--- src/pkg/iop_pkg.sv ---
// package: i/o register map, opcodes and widths for the i/o port register block
package iop_pkg;
    localparam int          IOP_DATA_W        = 8;
    localparam int          IOP_ADDR_W        = 8;
    localparam int          IOP_NUM_PORTS     = 4;
    localparam logic [7:0]  IOP_ADDR_P0_DATA  = 8'h00;
    localparam logic [7:0]  IOP_ADDR_P1_DATA  = 8'h01;
    localparam logic [7:0]  IOP_ADDR_P2_DATA  = 8'h02;
    localparam logic [7:0]  IOP_ADDR_P3_DATA  = 8'h03;
    localparam logic [7:0]  IOP_ADDR_P0_IRQEN = 8'h04;
    localparam logic [7:0]  IOP_ADDR_P1_IRQEN = 8'h05;
    localparam logic [7:0]  IOP_ADDR_P2_IRQEN = 8'h06;
    localparam logic [7:0]  IOP_ADDR_P3_IRQEN = 8'h07;
    localparam logic [7:0]  IOP_DATA_RESET    = 8'h00;
    localparam logic [7:0]  IOP_IRQEN_RESET   = 8'h00;
    localparam logic [7:0]  IOP_UNMAPPED_RD   = 8'h00;
    localparam logic [7:0]  IOP_OP_READ       = 8'h29;
    localparam logic [7:0]  IOP_OP_WRITE      = 8'h2A;
    localparam logic [7:0]  IOP_OP_WRITE_X    = 8'h2B;
    typedef enum logic [1:0] {
        IOP_CMD_NONE   = 2'b00,
        IOP_CMD_READ   = 2'b01,
        IOP_CMD_WRITE  = 2'b11,
        IOP_CMD_WRITEX = 2'b10
    } iop_cmd_type;
endpackage

--- src/verilog/iop_decode.sv ---
// instruction decoder: opcode to i/o command and effective port address
`timescale 1ns/10ps
`default_nettype none
module iop_decode (
    input  wire logic [7:0]           opcode_i,
    input  wire logic [7:0]           addr_field_i,
    input  wire logic [7:0]           index_x_i,
    output iop_pkg::iop_cmd_type      cmd_o,
    output logic [7:0]                eff_addr_o
);
    import iop_pkg::*;

    always_comb begin
        cmd_o      = IOP_CMD_NONE;
        eff_addr_o = addr_field_i;
        case (opcode_i)
            IOP_OP_READ: begin
                cmd_o = IOP_CMD_READ;
            end
            IOP_OP_WRITE: begin
                cmd_o = IOP_CMD_WRITE;
            end
            IOP_OP_WRITE_X: begin
                cmd_o = IOP_CMD_WRITEX;
                // address wraps modulo 256; field 0 leaves x alone
                eff_addr_o = 8'(addr_field_i + index_x_i);
            end
            default: begin
                cmd_o = IOP_CMD_NONE;
            end
        endcase
    end
endmodule // iop_decode
`default_nettype wire

--- src/verilog/iop_regs.sv ---
// i/o register bank: gpio port data and per-port interrupt enables
`timescale 1ns/10ps
`default_nettype none
// What this block does
// - read returns addressed register to accumulator
// - direct write stores accumulator at address
// - indexed write address is field plus x
// - zero address field selects by x alone
// - write-only irq enables per port follow data
module iop_regs (
    input  wire logic                 clk_sys_i,
    input  wire logic                 rst_n_i,
    input  wire logic                 instr_valid_i,
    input  wire logic [7:0]           opcode_i,
    input  wire logic [7:0]           addr_field_i,
    input  wire logic [7:0]           index_x_i,
    input  wire logic [7:0]           acc_i,
    output logic [7:0]                rd_data_o,
    output logic                      rd_valid_o,
    output logic [31:0]               port_data_o,
    output logic [31:0]               port_irq_en_o
);
    import iop_pkg::*;

    ////////////////////////////////////////////////////////////////////////////////
    iop_cmd_type cmd;
    logic [7:0]  eff_addr;
    logic [7:0]  port_data [IOP_NUM_PORTS];
    logic [7:0]  irq_en    [IOP_NUM_PORTS];
    logic        wr_en;

    iop_decode u_decode (
        .opcode_i     (opcode_i),
        .addr_field_i (addr_field_i),
        .index_x_i    (index_x_i),
        .cmd_o        (cmd),
        .eff_addr_o   (eff_addr)
    );

    function automatic logic is_data_addr(input logic [7:0] a);
        return a <= IOP_ADDR_P3_DATA;
    endfunction

    function automatic logic is_irqen_addr(input logic [7:0] a);
        return (a >= IOP_ADDR_P0_IRQEN) && (a <= IOP_ADDR_P3_IRQEN);
    endfunction

    // both write forms share one path; reserved addresses simply miss decode
    assign wr_en = instr_valid_i && (cmd == IOP_CMD_WRITE || cmd == IOP_CMD_WRITEX);

    ////////////////////////////////////////////////////////////////////////////////
    always_ff @(posedge clk_sys_i) begin
        if (!rst_n_i) begin
            for (int i = 0; i < IOP_NUM_PORTS; i++) begin
                port_data[i] <= IOP_DATA_RESET;
            end
        end else if (wr_en && is_data_addr(eff_addr)) begin
            port_data[eff_addr[1:0]] <= acc_i;
        end
    end

    always_ff @(posedge clk_sys_i) begin
        if (!rst_n_i) begin
            for (int i = 0; i < IOP_NUM_PORTS; i++) begin
                irq_en[i] <= IOP_IRQEN_RESET;
            end
        end else if (wr_en && is_irqen_addr(eff_addr)) begin
            irq_en[eff_addr[1:0]] <= acc_i;
        end
    end

    // read answers one cycle after the instruction; enables are write-only
    always_ff @(posedge clk_sys_i) begin
        if (!rst_n_i) begin
            rd_data_o  <= IOP_UNMAPPED_RD;
            rd_valid_o <= 1'b0;
        end else begin
            rd_valid_o <= instr_valid_i && (cmd == IOP_CMD_READ);
            if (instr_valid_i && cmd == IOP_CMD_READ) begin
                if (is_data_addr(eff_addr)) begin
                    rd_data_o <= port_data[eff_addr[1:0]];
                end else begin
                    rd_data_o <= IOP_UNMAPPED_RD;
                end
            end
        end
    end

    always_comb begin
        for (int i = 0; i < IOP_NUM_PORTS; i++) begin
            port_data_o[i*8 +: 8]   = port_data[i];
            port_irq_en_o[i*8 +: 8] = irq_en[i];
        end
    end

    ////////////////////////////////////////////////////////////////////////////////
    a_read_returns: assert property (@(posedge clk_sys_i) disable iff (!rst_n_i)
        instr_valid_i && opcode_i == IOP_OP_READ && addr_field_i <= IOP_ADDR_P3_DATA
        |=> rd_valid_o && rd_data_o == $past(port_data_o[addr_field_i[1:0]*8 +: 8]))
        else $error("read data mismatch");

    a_direct_write: assert property (@(posedge clk_sys_i) disable iff (!rst_n_i)
        instr_valid_i && opcode_i == IOP_OP_WRITE && addr_field_i <= IOP_ADDR_P3_DATA
        |=> port_data_o[$past(addr_field_i[1:0])*8 +: 8] == $past(acc_i))
        else $error("direct write not stored");

    a_indexed_write: assert property (@(posedge clk_sys_i) disable iff (!rst_n_i)
        instr_valid_i && opcode_i == IOP_OP_WRITE_X
        && 8'(addr_field_i + index_x_i) <= IOP_ADDR_P3_DATA
        |=> port_data_o[$past(2'(addr_field_i + index_x_i))*8 +: 8] == $past(acc_i))
        else $error("indexed write not stored");

    a_zero_field: assert property (@(posedge clk_sys_i) disable iff (!rst_n_i)
        instr_valid_i && opcode_i == IOP_OP_WRITE_X && addr_field_i == 8'h00
        && index_x_i >= IOP_ADDR_P0_IRQEN && index_x_i <= IOP_ADDR_P3_IRQEN
        |=> port_irq_en_o[$past(index_x_i[1:0])*8 +: 8] == $past(acc_i))
        else $error("index-only select failed");

    a_irqen_write: assert property (@(posedge clk_sys_i) disable iff (!rst_n_i)
        instr_valid_i && opcode_i == IOP_OP_WRITE && addr_field_i >= IOP_ADDR_P0_IRQEN
        && addr_field_i <= IOP_ADDR_P3_IRQEN
        |=> port_irq_en_o[$past(addr_field_i[1:0])*8 +: 8] == $past(acc_i)
            && $stable(port_data_o))
        else $error("irq enable write wrong");

    a_unmapped_keep: assert property (@(posedge clk_sys_i) disable iff (!rst_n_i)
        instr_valid_i && (opcode_i == IOP_OP_WRITE || opcode_i == IOP_OP_READ)
        && addr_field_i > IOP_ADDR_P3_IRQEN
        |=> $stable(port_data_o) && $stable(port_irq_en_o))
        else $error("unmapped write changed state");

    a_no_instr_keep: assert property (@(posedge clk_sys_i) disable iff (!rst_n_i)
        !instr_valid_i |=> !rd_valid_o && $stable(port_data_o) && $stable(port_irq_en_o))
        else $error("state changed without instruction");

    a_read_no_write: assert property (@(posedge clk_sys_i) disable iff (!rst_n_i)
        instr_valid_i && opcode_i == IOP_OP_READ
        |=> $stable(port_data_o) && $stable(port_irq_en_o))
        else $error("read altered registers");

    ////////////////////////////////////////////////////////////////////////////////
    // read path: pulse only after a read, data held between reads
    a_read_pulse_only: assert property (@(posedge clk_sys_i) disable iff (!rst_n_i)
        !(instr_valid_i && opcode_i == IOP_OP_READ)
        |=> !rd_valid_o)
        else $error("read valid without a read");

    a_read_data_hold: assert property (@(posedge clk_sys_i) disable iff (!rst_n_i)
        !(instr_valid_i && opcode_i == IOP_OP_READ)
        |=> $stable(rd_data_o))
        else $error("read data moved without a read");

    a_read_unmapped: assert property (@(posedge clk_sys_i) disable iff (!rst_n_i)
        instr_valid_i && opcode_i == IOP_OP_READ && addr_field_i > IOP_ADDR_P3_DATA
        |=> rd_valid_o && rd_data_o == IOP_UNMAPPED_RD)
        else $error("unmapped read not fixed value");

    // enables never read back, so software cannot learn them through the bank
    a_irqen_no_readback: assert property (@(posedge clk_sys_i) disable iff (!rst_n_i)
        instr_valid_i && opcode_i == IOP_OP_READ
        && addr_field_i >= IOP_ADDR_P0_IRQEN && addr_field_i <= IOP_ADDR_P3_IRQEN
        |=> rd_data_o == IOP_UNMAPPED_RD)
        else $error("irq enable read back");

    ////////////////////////////////////////////////////////////////////////////////
    // write paths: at most one byte moves, nothing else
    a_indexed_irqen: assert property (@(posedge clk_sys_i) disable iff (!rst_n_i)
        instr_valid_i && opcode_i == IOP_OP_WRITE_X
        && 8'(addr_field_i + index_x_i) >= IOP_ADDR_P0_IRQEN
        && 8'(addr_field_i + index_x_i) <= IOP_ADDR_P3_IRQEN
        |=> port_irq_en_o[$past(2'(addr_field_i + index_x_i))*8 +: 8] == $past(acc_i)
            && $stable(port_data_o))
        else $error("indexed enable write wrong");

    a_indexed_keeps_en: assert property (@(posedge clk_sys_i) disable iff (!rst_n_i)
        instr_valid_i && opcode_i == IOP_OP_WRITE_X
        && 8'(addr_field_i + index_x_i) <= IOP_ADDR_P3_DATA
        |=> $stable(port_irq_en_o))
        else $error("indexed data write touched enables");

    a_indexed_wraps: assert property (@(posedge clk_sys_i) disable iff (!rst_n_i)
        instr_valid_i && opcode_i == IOP_OP_WRITE_X
        && {1'b0, addr_field_i} + {1'b0, index_x_i} > 9'h0FF
        && 8'(addr_field_i + index_x_i) <= IOP_ADDR_P3_DATA
        |=> port_data_o[$past(2'(addr_field_i + index_x_i))*8 +: 8] == $past(acc_i))
        else $error("indexed address did not wrap");

    a_zero_field_data: assert property (@(posedge clk_sys_i) disable iff (!rst_n_i)
        instr_valid_i && opcode_i == IOP_OP_WRITE_X && addr_field_i == 8'h00
        && index_x_i <= IOP_ADDR_P3_DATA
        |=> port_data_o[$past(index_x_i[1:0])*8 +: 8] == $past(acc_i))
        else $error("index-only data select failed");

    a_direct_keeps_en: assert property (@(posedge clk_sys_i) disable iff (!rst_n_i)
        instr_valid_i && opcode_i == IOP_OP_WRITE && addr_field_i <= IOP_ADDR_P3_DATA
        |=> $stable(port_irq_en_o))
        else $error("direct data write touched enables");

    a_direct_others_keep: assert property (@(posedge clk_sys_i) disable iff (!rst_n_i)
        instr_valid_i && opcode_i == IOP_OP_WRITE && addr_field_i <= IOP_ADDR_P3_DATA
        |=> (port_data_o & ~(32'h0000_00FF << ($past(addr_field_i[1:0]) * 8)))
            == ($past(port_data_o) & ~(32'h0000_00FF << ($past(addr_field_i[1:0]) * 8))))
        else $error("direct write hit another port");

    a_enable_keeps_others: assert property (@(posedge clk_sys_i) disable iff (!rst_n_i)
        instr_valid_i && opcode_i == IOP_OP_WRITE && addr_field_i >= IOP_ADDR_P0_IRQEN
        && addr_field_i <= IOP_ADDR_P3_IRQEN
        |=> (port_irq_en_o & ~(32'h0000_00FF << ($past(addr_field_i[1:0]) * 8)))
            == ($past(port_irq_en_o) & ~(32'h0000_00FF << ($past(addr_field_i[1:0]) * 8))))
        else $error("enable write hit another port");

    a_write_no_pulse: assert property (@(posedge clk_sys_i) disable iff (!rst_n_i)
        instr_valid_i && (opcode_i == IOP_OP_WRITE || opcode_i == IOP_OP_WRITE_X)
        |=> !rd_valid_o && $stable(rd_data_o))
        else $error("write disturbed read path");

    // unknown opcodes must be harmless: the core shares this bus with other ops
    a_unknown_op_keep: assert property (@(posedge clk_sys_i) disable iff (!rst_n_i)
        instr_valid_i && opcode_i != IOP_OP_READ && opcode_i != IOP_OP_WRITE
        && opcode_i != IOP_OP_WRITE_X
        |=> !rd_valid_o && $stable(port_data_o) && $stable(port_irq_en_o))
        else $error("unknown opcode changed state");
endmodule // iop_regs
`default_nettype wire

--- config.mk ---
export PLATFORM = sky130hd
export DESIGN_NAME = iop_regs
export DESIGN_NICKNAME = d
export VERILOG_FILES = /design/src/pkg/iop_pkg.sv /design/src/verilog/iop_decode.sv /design/src/verilog/iop_regs.sv
export SDC_FILE = /design/constraint.sdc
export NUM_CORES = 1
export LEC_CHECK = 0
export BUFFER_PORTS_ARGS = -buffer_cell sky130_fd_sc_hd__buf_4
export CAP_MARGIN = 20
export CELL_PAD_IN_SITES_DETAIL_PLACEMENT = 0
export CELL_PAD_IN_SITES_GLOBAL_PLACEMENT = 1
export CORE_MARGIN = 1.5
export CORE_UTILIZATION = 41
export DETAILED_ROUTE_END_ITERATION = 12
export PLACE_DENSITY_LB_ADDON = 0.2
export SLEW_MARGIN = 5
export SYNTH_ARGS = -nofsm -noshare
export SYNTH_HDL_FRONTEND = slang
export SYNTH_SLANG_ARGS = --single-unit
export TNS_END_PERCENT = 10
--- constraint.sdc ---
create_clock -name clk_sys_i -period 3.6 [get_ports clk_sys_i]
set_input_delay 0.36 -clock clk_sys_i [delete_from_list [all_inputs] [get_ports clk_sys_i]]
set_output_delay 0.36 -clock clk_sys_i [all_outputs]
set_load 0.005 [all_outputs]
# After elaboration in Yosys (flattened, before gate mapping)
# Memory sizes are Yosys's and may differ from the RTL's.
# Index checks and enable logic that the tools add are counted.
dict set report totals {
  ram_bits 64
  n_memories 2
  ff_bits 9
}
dict set report op_classes {
  add_sub_neg 1
  reduce_logical 8
  eq_ne 6
  order_cmp 3
  muxes 16
}
# memory depth word_bits read_ports rd_ports_with_merged_regs wr line
set memory_table {}
lappend memory_table {irq_en 4 8 4 0 4 iop_regs.sv:29} ;# logic [7:0] irq_en [IOP_NUM_PORTS];
lappend memory_table {port_data 4 8 5 0 4 iop_regs.sv:28} ;# logic [7:0] port_data [IOP_NUM_PORTS];
# op n
set ops {}
lappend ops {{8-bit 2-to-1 mux} 4}
lappend ops {{8-bit by 6-bit == test with 1-bit output, second input constant} 3}
lappend ops {{8-bit OR reduction} 2}
lappend ops {{1-bit 2-to-1 mux} 9}
lappend ops {{8-bit adder} 1}
lappend ops {{8-bit by 3-bit >= comparator with 1-bit output, second input constant} 1}
lappend ops {{8-bit by 2-bit <= comparator with 1-bit output, second input constant} 1}
lappend ops {{8-bit by 3-bit <= comparator with 1-bit output, second input constant} 1}
lappend ops {{2-bit one-hot mux with 3 select lines} 1}
lappend ops {{1-bit logical AND} 5}
lappend ops {{2-bit == test, second input constant} 2}
lappend ops {{2-bit 2-to-1 mux} 2}
lappend ops {{2-bit by 1-bit == test with 1-bit output, second input constant} 1}
lappend ops {{1-bit logical OR} 1}

# Longest topological paths before layout
# Gate-level depths: netlist of the first run.
dict set report depth {
  word_depth 11
  ltp_mapped 10
  ltp_nobuf 9
}

# Modules after synthesis
# A second synthesis of the first run with hierarchy kept.
dict set report unflattened {
  hier_cells 279
  hier_area_um2 3595.9
}
# module instances seq_area_each_um2 cells_per_inst area_each_um2
set modules_own_cells {}
lappend modules_own_cells {iop_regs 1 2102.0 215 3151.8}
lappend modules_own_cells {iop_decode 1 0.0 64 444.2}

# Least setup slack after synthesis of the first run
# No wires, ideal clock.
dict set report synth_timing {
  kind {input to register}
  from {input addr_field_i[0]}
  to {memory irq_en[2][0], enable pin}
  required_time_ps 3214
  arrival_time_ps 2662
  stages 10
  path_slack_ps 552
  path_buffers 1
  path_cell_list {ha_1 > inv_1 > fa_1 > nand2b_1 > a21oi_1 > or4_1 > o311ai_1 > a31oi_4 > clkbuf_1 > a211oi_1}
}
# element line
set synth_rtl {}
lappend synth_rtl {{start: declaration} iop_regs.sv:15} ;# input wire logic [7:0] addr_field_i,
lappend synth_rtl {{end: declaration} iop_regs.sv:29}

==> results of run 1 <==
critical path, cell delays in order:
cell and delay [ps]:
buf_4 170, inv_1 190, fa_1 500, nand2b_1 180, a21oi_1 180, or4_1 140
o311ai_1 130, a31oi_4 470, buf_4 410, nor4_1 130
cell families after synthesis:
logic type	synth area share (%)
adders and majority gates	2.73
DFF	53.4
AOI/OAI and AO/OA	15.3
muxes	4.57
xor gates and xnor gates	1.11
buffers and inverters	5.05
and+or+nand+nor	17.9
Yosys cell counts, drive strengths merged (2+ instances only):
cell type  count
o31ai         11
xnor2          4
o21ai          4
nand3         17
nor4          48
ha             7
or2            2
inv            6
a211oi         9
a21oi         37
nand4b         3
clkbuf        10
dfxtp          9
nor3b          2
edfxtp        64
o21a           5
o22ai          9
or4            2
mux2i         18
buf           17
nor2           7
nand2         14
a31oi          4
nor3          19
a21boi         8
through the flow:
stage / area, um2 / instances / hold WS [ps]
2_1_floorplan: 3940 / 349 / 449
3_3_place_gp: 4860 / 571 / 437
3_5_place_dp: 4860 / 571 / 443
4_1_cts: 5060 / 587 / 325
5_1_grt: 5060 / 587 / 345
6_report: 5060 / 587 / 336
report_power, final:
| part | total (W) | internal [W] | leakage [nW] | switching [W] |
|---|---|---|---|---|
| combinational | 0.000302 | 0.000145 | 0.962 | 0.000157 |
| clock | 0.000659 | 0.000326 | 0.0966 | 0.000333 |
| sequential | 0.000992 | 0.000964 | 0.605 | 0.0000283 |
routing by layer:
layer  routed length [um]  vias up  global-route usage [%]
met5                    0        -                       0
met4                   47        0                    5.45
met3                  724        4                    5.55
met2                 4740      109                    33.4
met1                 4820     1492                    28.9
li1                     -     1611                       -
registers in the layout (all words and copies together) (netlist names):
register / cells
rd_data_o: 8
port_data: 32
rd_valid_o: 1
irq_en: 32
final cells by class:
| cell class | instances | area, um2 | area share (%) |
|---|---|---|---|
| Timing Repair Buffer | 122 | 928 | 18.4 |
| Clock inverter | 7 | 76.3 | 1.51 |
| Clock buffer | 9 | 124 | 2.45 |
| Multi-Input combinational cell | 240 | 1640 | 32.4 |
| Inverter | 7 | 26.3 | 0.519 |
| Sequential cell | 73 | 2100 | 41.6 |
| Tap cell | 129 | 161 | 3.19 |
final timing paths:
path	start	end	slack (ps)	cells after the start
worst max-delay path	addr_field_i[1]	irq_en[2][4]	820	10
worst min-delay path	instr_valid_i	rd_valid_o	340	3
worst max register to register	port_data[2][6]	rd_data_o[6]	2450	4
worst min register to register	rd_data_o[7]	rd_data_o[7]	460	2
==> results.py, run 1 <==
metrics = {
    "floorplanning": {
        "die_w_um": 101,
        "fp-row-count": 35,
        "start_util_pct": 42.4,
        "pin_count": 108,
        "dieArea_um2": 10200,
        "core_area_um2": 9280,
        "die_h_um": 101,
    },
    "place": {
        "numPortBuffers": 107,
        "gp_congestion": 0.790,
        "pre_cts_ws_ps": 424,
        "hpwlAfterDp_um": 7580,
    },
    "timing": {
        "worst_pin_slew_ps": 663,
        "finalWorstSetupSlack_ps": 815,
        "period_needed_ps": 2780,
        "timing.final.crit_share_pct": 77.4,
        "maxSlewViolCount": 0,
        "setup_viol": 0,
        "hold_violations": 0,
        "finalSetupTns_ps": 0,
        "rsz0062_at_grt": "no",
        "finClkSkew_ps": 9.06,
        "slew_headroom_pct": 55.7,
        "timing.fmax_ghz": 0.359,
    },
    "global_route": {
        "antenna_found_initial": 0,
        "grt_start_max_net_pins": 56,
        "grtUsageTotal_pct": 21.1,
        "overflow": 0,
        "grt_pass1_wl_um": 16300,
        "first_global_vias": 3055,
    },
    "route": {
        "ant_nets": 0,
        "first_iter_violations": 124,
        "drc_errors": 0,
        "post_drt_wl_per_cell_um": 17.6,
        "vias": 3216,
        "first_pass_iters": 4,
        "wirelength_um": 10300,
        "vias_per_cell": 5.48,
    },
    "worst_hold_path": {
        "worstHoldPathType": "input port to flop",
    },
    "worst_setup_path": {
        "cp-end-kind": "flop",
        "arrival_ps": 2880,
        "worstPathMaxFanout": 32,
        "worstSetupPathType": "input port to flop",
        "cp-start-kind": "input port",
        "required_ps": 3690,
    },
    "cts": {
        "clock-root-buffer": "clkbuf_8",
        "clk_pin_slew_worst_paths_ps": 90,
        "clock_latency_ps": 350,
        "cts_resized": 0,
        "cts_setup_buffers": 0,
        "h-tree-depth": 3,
        "hold_buffers": 0,
        "cts.sinks": 73,
        "cts_buffer_depth": 2,
        "cts_buffers": 9,
        "cts_tree": "done",
    },
    "pwr": {
        "leakagePower_nw": 1.66,
        "total_power_w": 0.00195,
        "ir_worst_vdd_mv": 0.272,
        "powerDensity_nw_per_um2": 386,
    },
    "layout": {
        "drive_above_1_share_pct": 33.4,
        "final_net_count": 496,
        "diodes": 0,
        "syn_to_final_growth_pct": 28.4,
        "n_fill_cell": 863,
        "final_cell_mix": "buf_4 (121), edfxtp_1 (64), nor4_1 (48)",
        "fin_util_pct": 54.5,
        "final_common_cell": "buf_4",
    },
    "logic_synthesis": {
        "postSynthAreaPerCell_um2": 11.3,
        "synth_nets": 392,
        "async_flop_share_pct": 0,
        "synthTopCellsByArea": "edfxtp_1 (49%), nor4_1 (7.6%), a21oi_1 (4.7%), dfxtp_1 (4.6%), mux2i_1 (4.6%)",
        "synth_seq_cells": 73,
        "syn-cell-area_um2": 3940,
        "synth_edf_count": 64,
        "yosys_most_used_dff": "edfxtp_1",
        "synth_top_area_share_pct": 48.8,
        "synth_cell_type_count": 50,
        "yosys_warnings": 0,
        "yosysTopAreaCell": "edfxtp_1",
        "ys_seq_area_share_pct": 53.4,
        "netlist_instances": 349,
    },
    "flow_run": {
        "maxCapViolCount": 0,
    },
    "status": {
        "status": "finished, final reports clean",
    },
}
Power figures use the tool's default switching activity.
==> run 2, diff against run 1 <==
Settings changed: CORE_UTILIZATION 41 to 37.
Clock period 3.6 ns to 2.4 ns, I/O delays scaled along.
==> run 2 against run 1 <==
Net effect:
- design area up 10%
- sequential share of layout area down 3.9 points
- first-iteration DRC count is 30% higher
- die area up 10%
- clock-buffer cell count did not move
- sequential cell count is the same
- combinational power grew 81%
- critical path depth did not move
- hold slack worse by 130 ps
- critical endpoint unchanged
- largest cell class unchanged
==> results.py, run 2 (synthesized netlist as in run 1, its figures left out) <==
metrics = {
    "status": {
        "status": "finished, final reports clean",
    },
    "worst_hold_path": {
        "whs_path_depth": 3,
        "min_from": "instr_valid_i",
        "worstHoldPathType": "input port to flop",
        "hold-path-endpoint": "rd_valid_o",
    },
    "worst_setup_path": {
        "worstSetupPathType": "input port to flop",
        "worst_path_max_delay_cell": "a211oi_2",
        "cp-start-kind": "input port",
        "required_ps": 2560,
        "arrival_ps": 2390,
        "max_stage_delay_ps": 370,
        "path_common_cell": "buf_4",
        "reg2reg_depth": 4,
        "crit_buf_inv": 3,
        "worstPathMaxFanout": 19,
        "path_cells": "buf_4 -> ha_1 -> a211oi_2 -> o31ai_2 -> o22ai_1 -> xnor2_1 -> a31oi_4 -> buf_12 -> buf_4 -> nor4_1",
        "reg2reg_from": "port_data[0][3]",
        "cp-end-kind": "flop",
        "r2r_end": "rd_data_o[3]",
        "rrSetupSlack_ps": 1250,
        "crit_cells": 10,
        "critPathTopFamily": "compound AO/OA/AOI/OAI gates",
    },
    "floorplanning": {
        "pin_count": 108,
        "die_h_um": 106,
        "dieArea_um2": 11300,
        "fp-row-count": 37,
        "start_util_pct": 38.2,
        "die_w_um": 106,
        "core_area_um2": 10300,
    },
    "pwr": {
        "leakagePower_nw": 1.86,
        "powerDensity_nw_per_um2": 546,
        "ir_worst_vdd_mv": 0.315,
    },
    "timing": {
        "timing.fmax_ghz": 0.449,
        "worst_pin_slew_ps": 523,
        "rsz0062_at_grt": "no",
        "maxSlewViolCount": 0,
        "setup_viol": 0,
        "hold_violations": 0,
        "fin_hold_ws_ps": 210,
        "finalSetupTns_ps": 0,
        "finClkSkew_ps": 4.80,
        "timing.final.crit_share_pct": 92.8,
        "period_needed_ps": 2230,
        "slew_headroom_pct": 65.1,
    },
    "layout": {
        "top_regs": "irq_en: 32 flops, port_data: 32 flops, rd_data_o: 8 flops",
        "diodes": 0,
        "n_fill_cell": 916,
        "syn_to_final_growth_pct": 41.5,
        "drive_above_1_share_pct": 41.8,
        "fin_util_pct": 54.0,
        "final_net_count": 528,
        "final_common_cell": "buf_4",
        "final_cell_mix": "buf_4 (145), edfxtp_1 (64), nor4_1 (48)",
    },
    "route": {
        "first_iter_violations": 161,
        "drc_errors": 0,
        "ant_nets": 0,
        "first_pass_iters": 4,
        "vias": 3436,
        "wirelength_um": 11100,
        "post_drt_wl_per_cell_um": 17.7,
        "vias_per_cell": 5.49,
    },
    "place": {
        "numPortBuffers": 107,
        "gp_congestion": 0.829,
        "hpwlAfterDp_um": 8160,
    },
    "cts": {
        "cts_resized": 0,
        "h-tree-depth": 3,
        "cts_buffer_depth": 2,
        "clock-root-buffer": "clkbuf_8",
        "hold_buffers": 0,
        "clk_pin_slew_worst_paths_ps": 90,
        "cts_buffers": 9,
        "cts_setup_buffers": 0,
        "clock_latency_ps": 350,
        "cts.sinks": 73,
        "cts_tree": "done",
    },
    "global_route": {
        "antenna_found_initial": 0,
        "grtUsageTotal_pct": 20.5,
        "grt_pass1_wl_um": 17700,
        "met3_usage_pct": 5.70,
        "grt_start_max_net_pins": 33,
        "gr-max-usage-layer": "met2",
        "grt_use_met1_pct": 27.2,
        "overflow": 0,
        "grt_use_met2_pct": 32.9,
        "first_global_vias": 3365,
    },
    "flow_run": {
        "maxCapViolCount": 0,
    },
}
-- run 2: changes by cell type in the layout (fill, tap and decap cells not counted), sizes merged --
| cell | change |
|---|---|
| buf | +32 |
| inv | -2 |
| clkinv | +2 |
-- run 2: how the worst max path moves through the flow --
| stage | startpoint | slack [ps] | to |
|---|---|---|---|
| finish | addr_field_i[1] | 170 | irq_en[2][4] |
| global route | addr_field_i[1] | 10 | irq_en[2][4] |
| global placement | addr_field_i[1] | -190 | irq_en[1][0] |
| detailed placement | addr_field_i[1] | -220 | irq_en[2][4] |
| floorplan | opcode_i[4] | -20 | irq_en[3][0] |
| CTS | addr_field_i[1] | 160 | irq_en[2][4] |
-- run 2: stage by stage --
step | area (um2) | cells | power (W) | setup slack, ps
2_1_floorplan | 4120 | 349 | 0.00178 | -16.7
3_3_place_gp | 5370 | 610 | 0.00206 | -188
3_5_place_dp | 5370 | 610 | 0.00207 | -216
4_1_cts | 5580 | 626 | 0.00306 | 160
5_1_grt | 5580 | 626 | 0.00316 | 10.8
6_report | 5580 | 626 | 0.00304 | 173
-- run 2: area by class of cell --
type	instances	area, um2	area share, %
multi-input combinational	240	1800	32.3
clock buffer	9	124	2.22
timing repair buffer	154	1270	22.8
inverter	7	30.0	0.539
tap	136	170	3.05
clock inverter	7	77.6	1.39
sequential	73	2100	37.7
-- run 2: per-layer routing --
metal / share of wire (%) / routed length [um]
met3: 6.3 / 705
met1: 45 / 4990
met2: 48 / 5280
met5: 0 / 0
met4: 1.1 / 123
-- run 2: where the power goes --
| group | switching, W | internal, W | total, W |
|---|---|---|---|
| Combinational | 0.000270 | 0.000277 | 0.000547 |
| Clock | 0.000516 | 0.000489 | 0.00101 |
| Sequential | 0.0000451 | 0.00145 | 0.00149 |
| Total | 0.000831 | 0.00221 | 0.00304 |
-- run 2: worst register-to-register path: stages (launching register included) --
cell and delay [ps]:
edfxtp_1 430, a21boi_0 110, mux2i_1 210, o22ai_1 100, o31ai_1 220
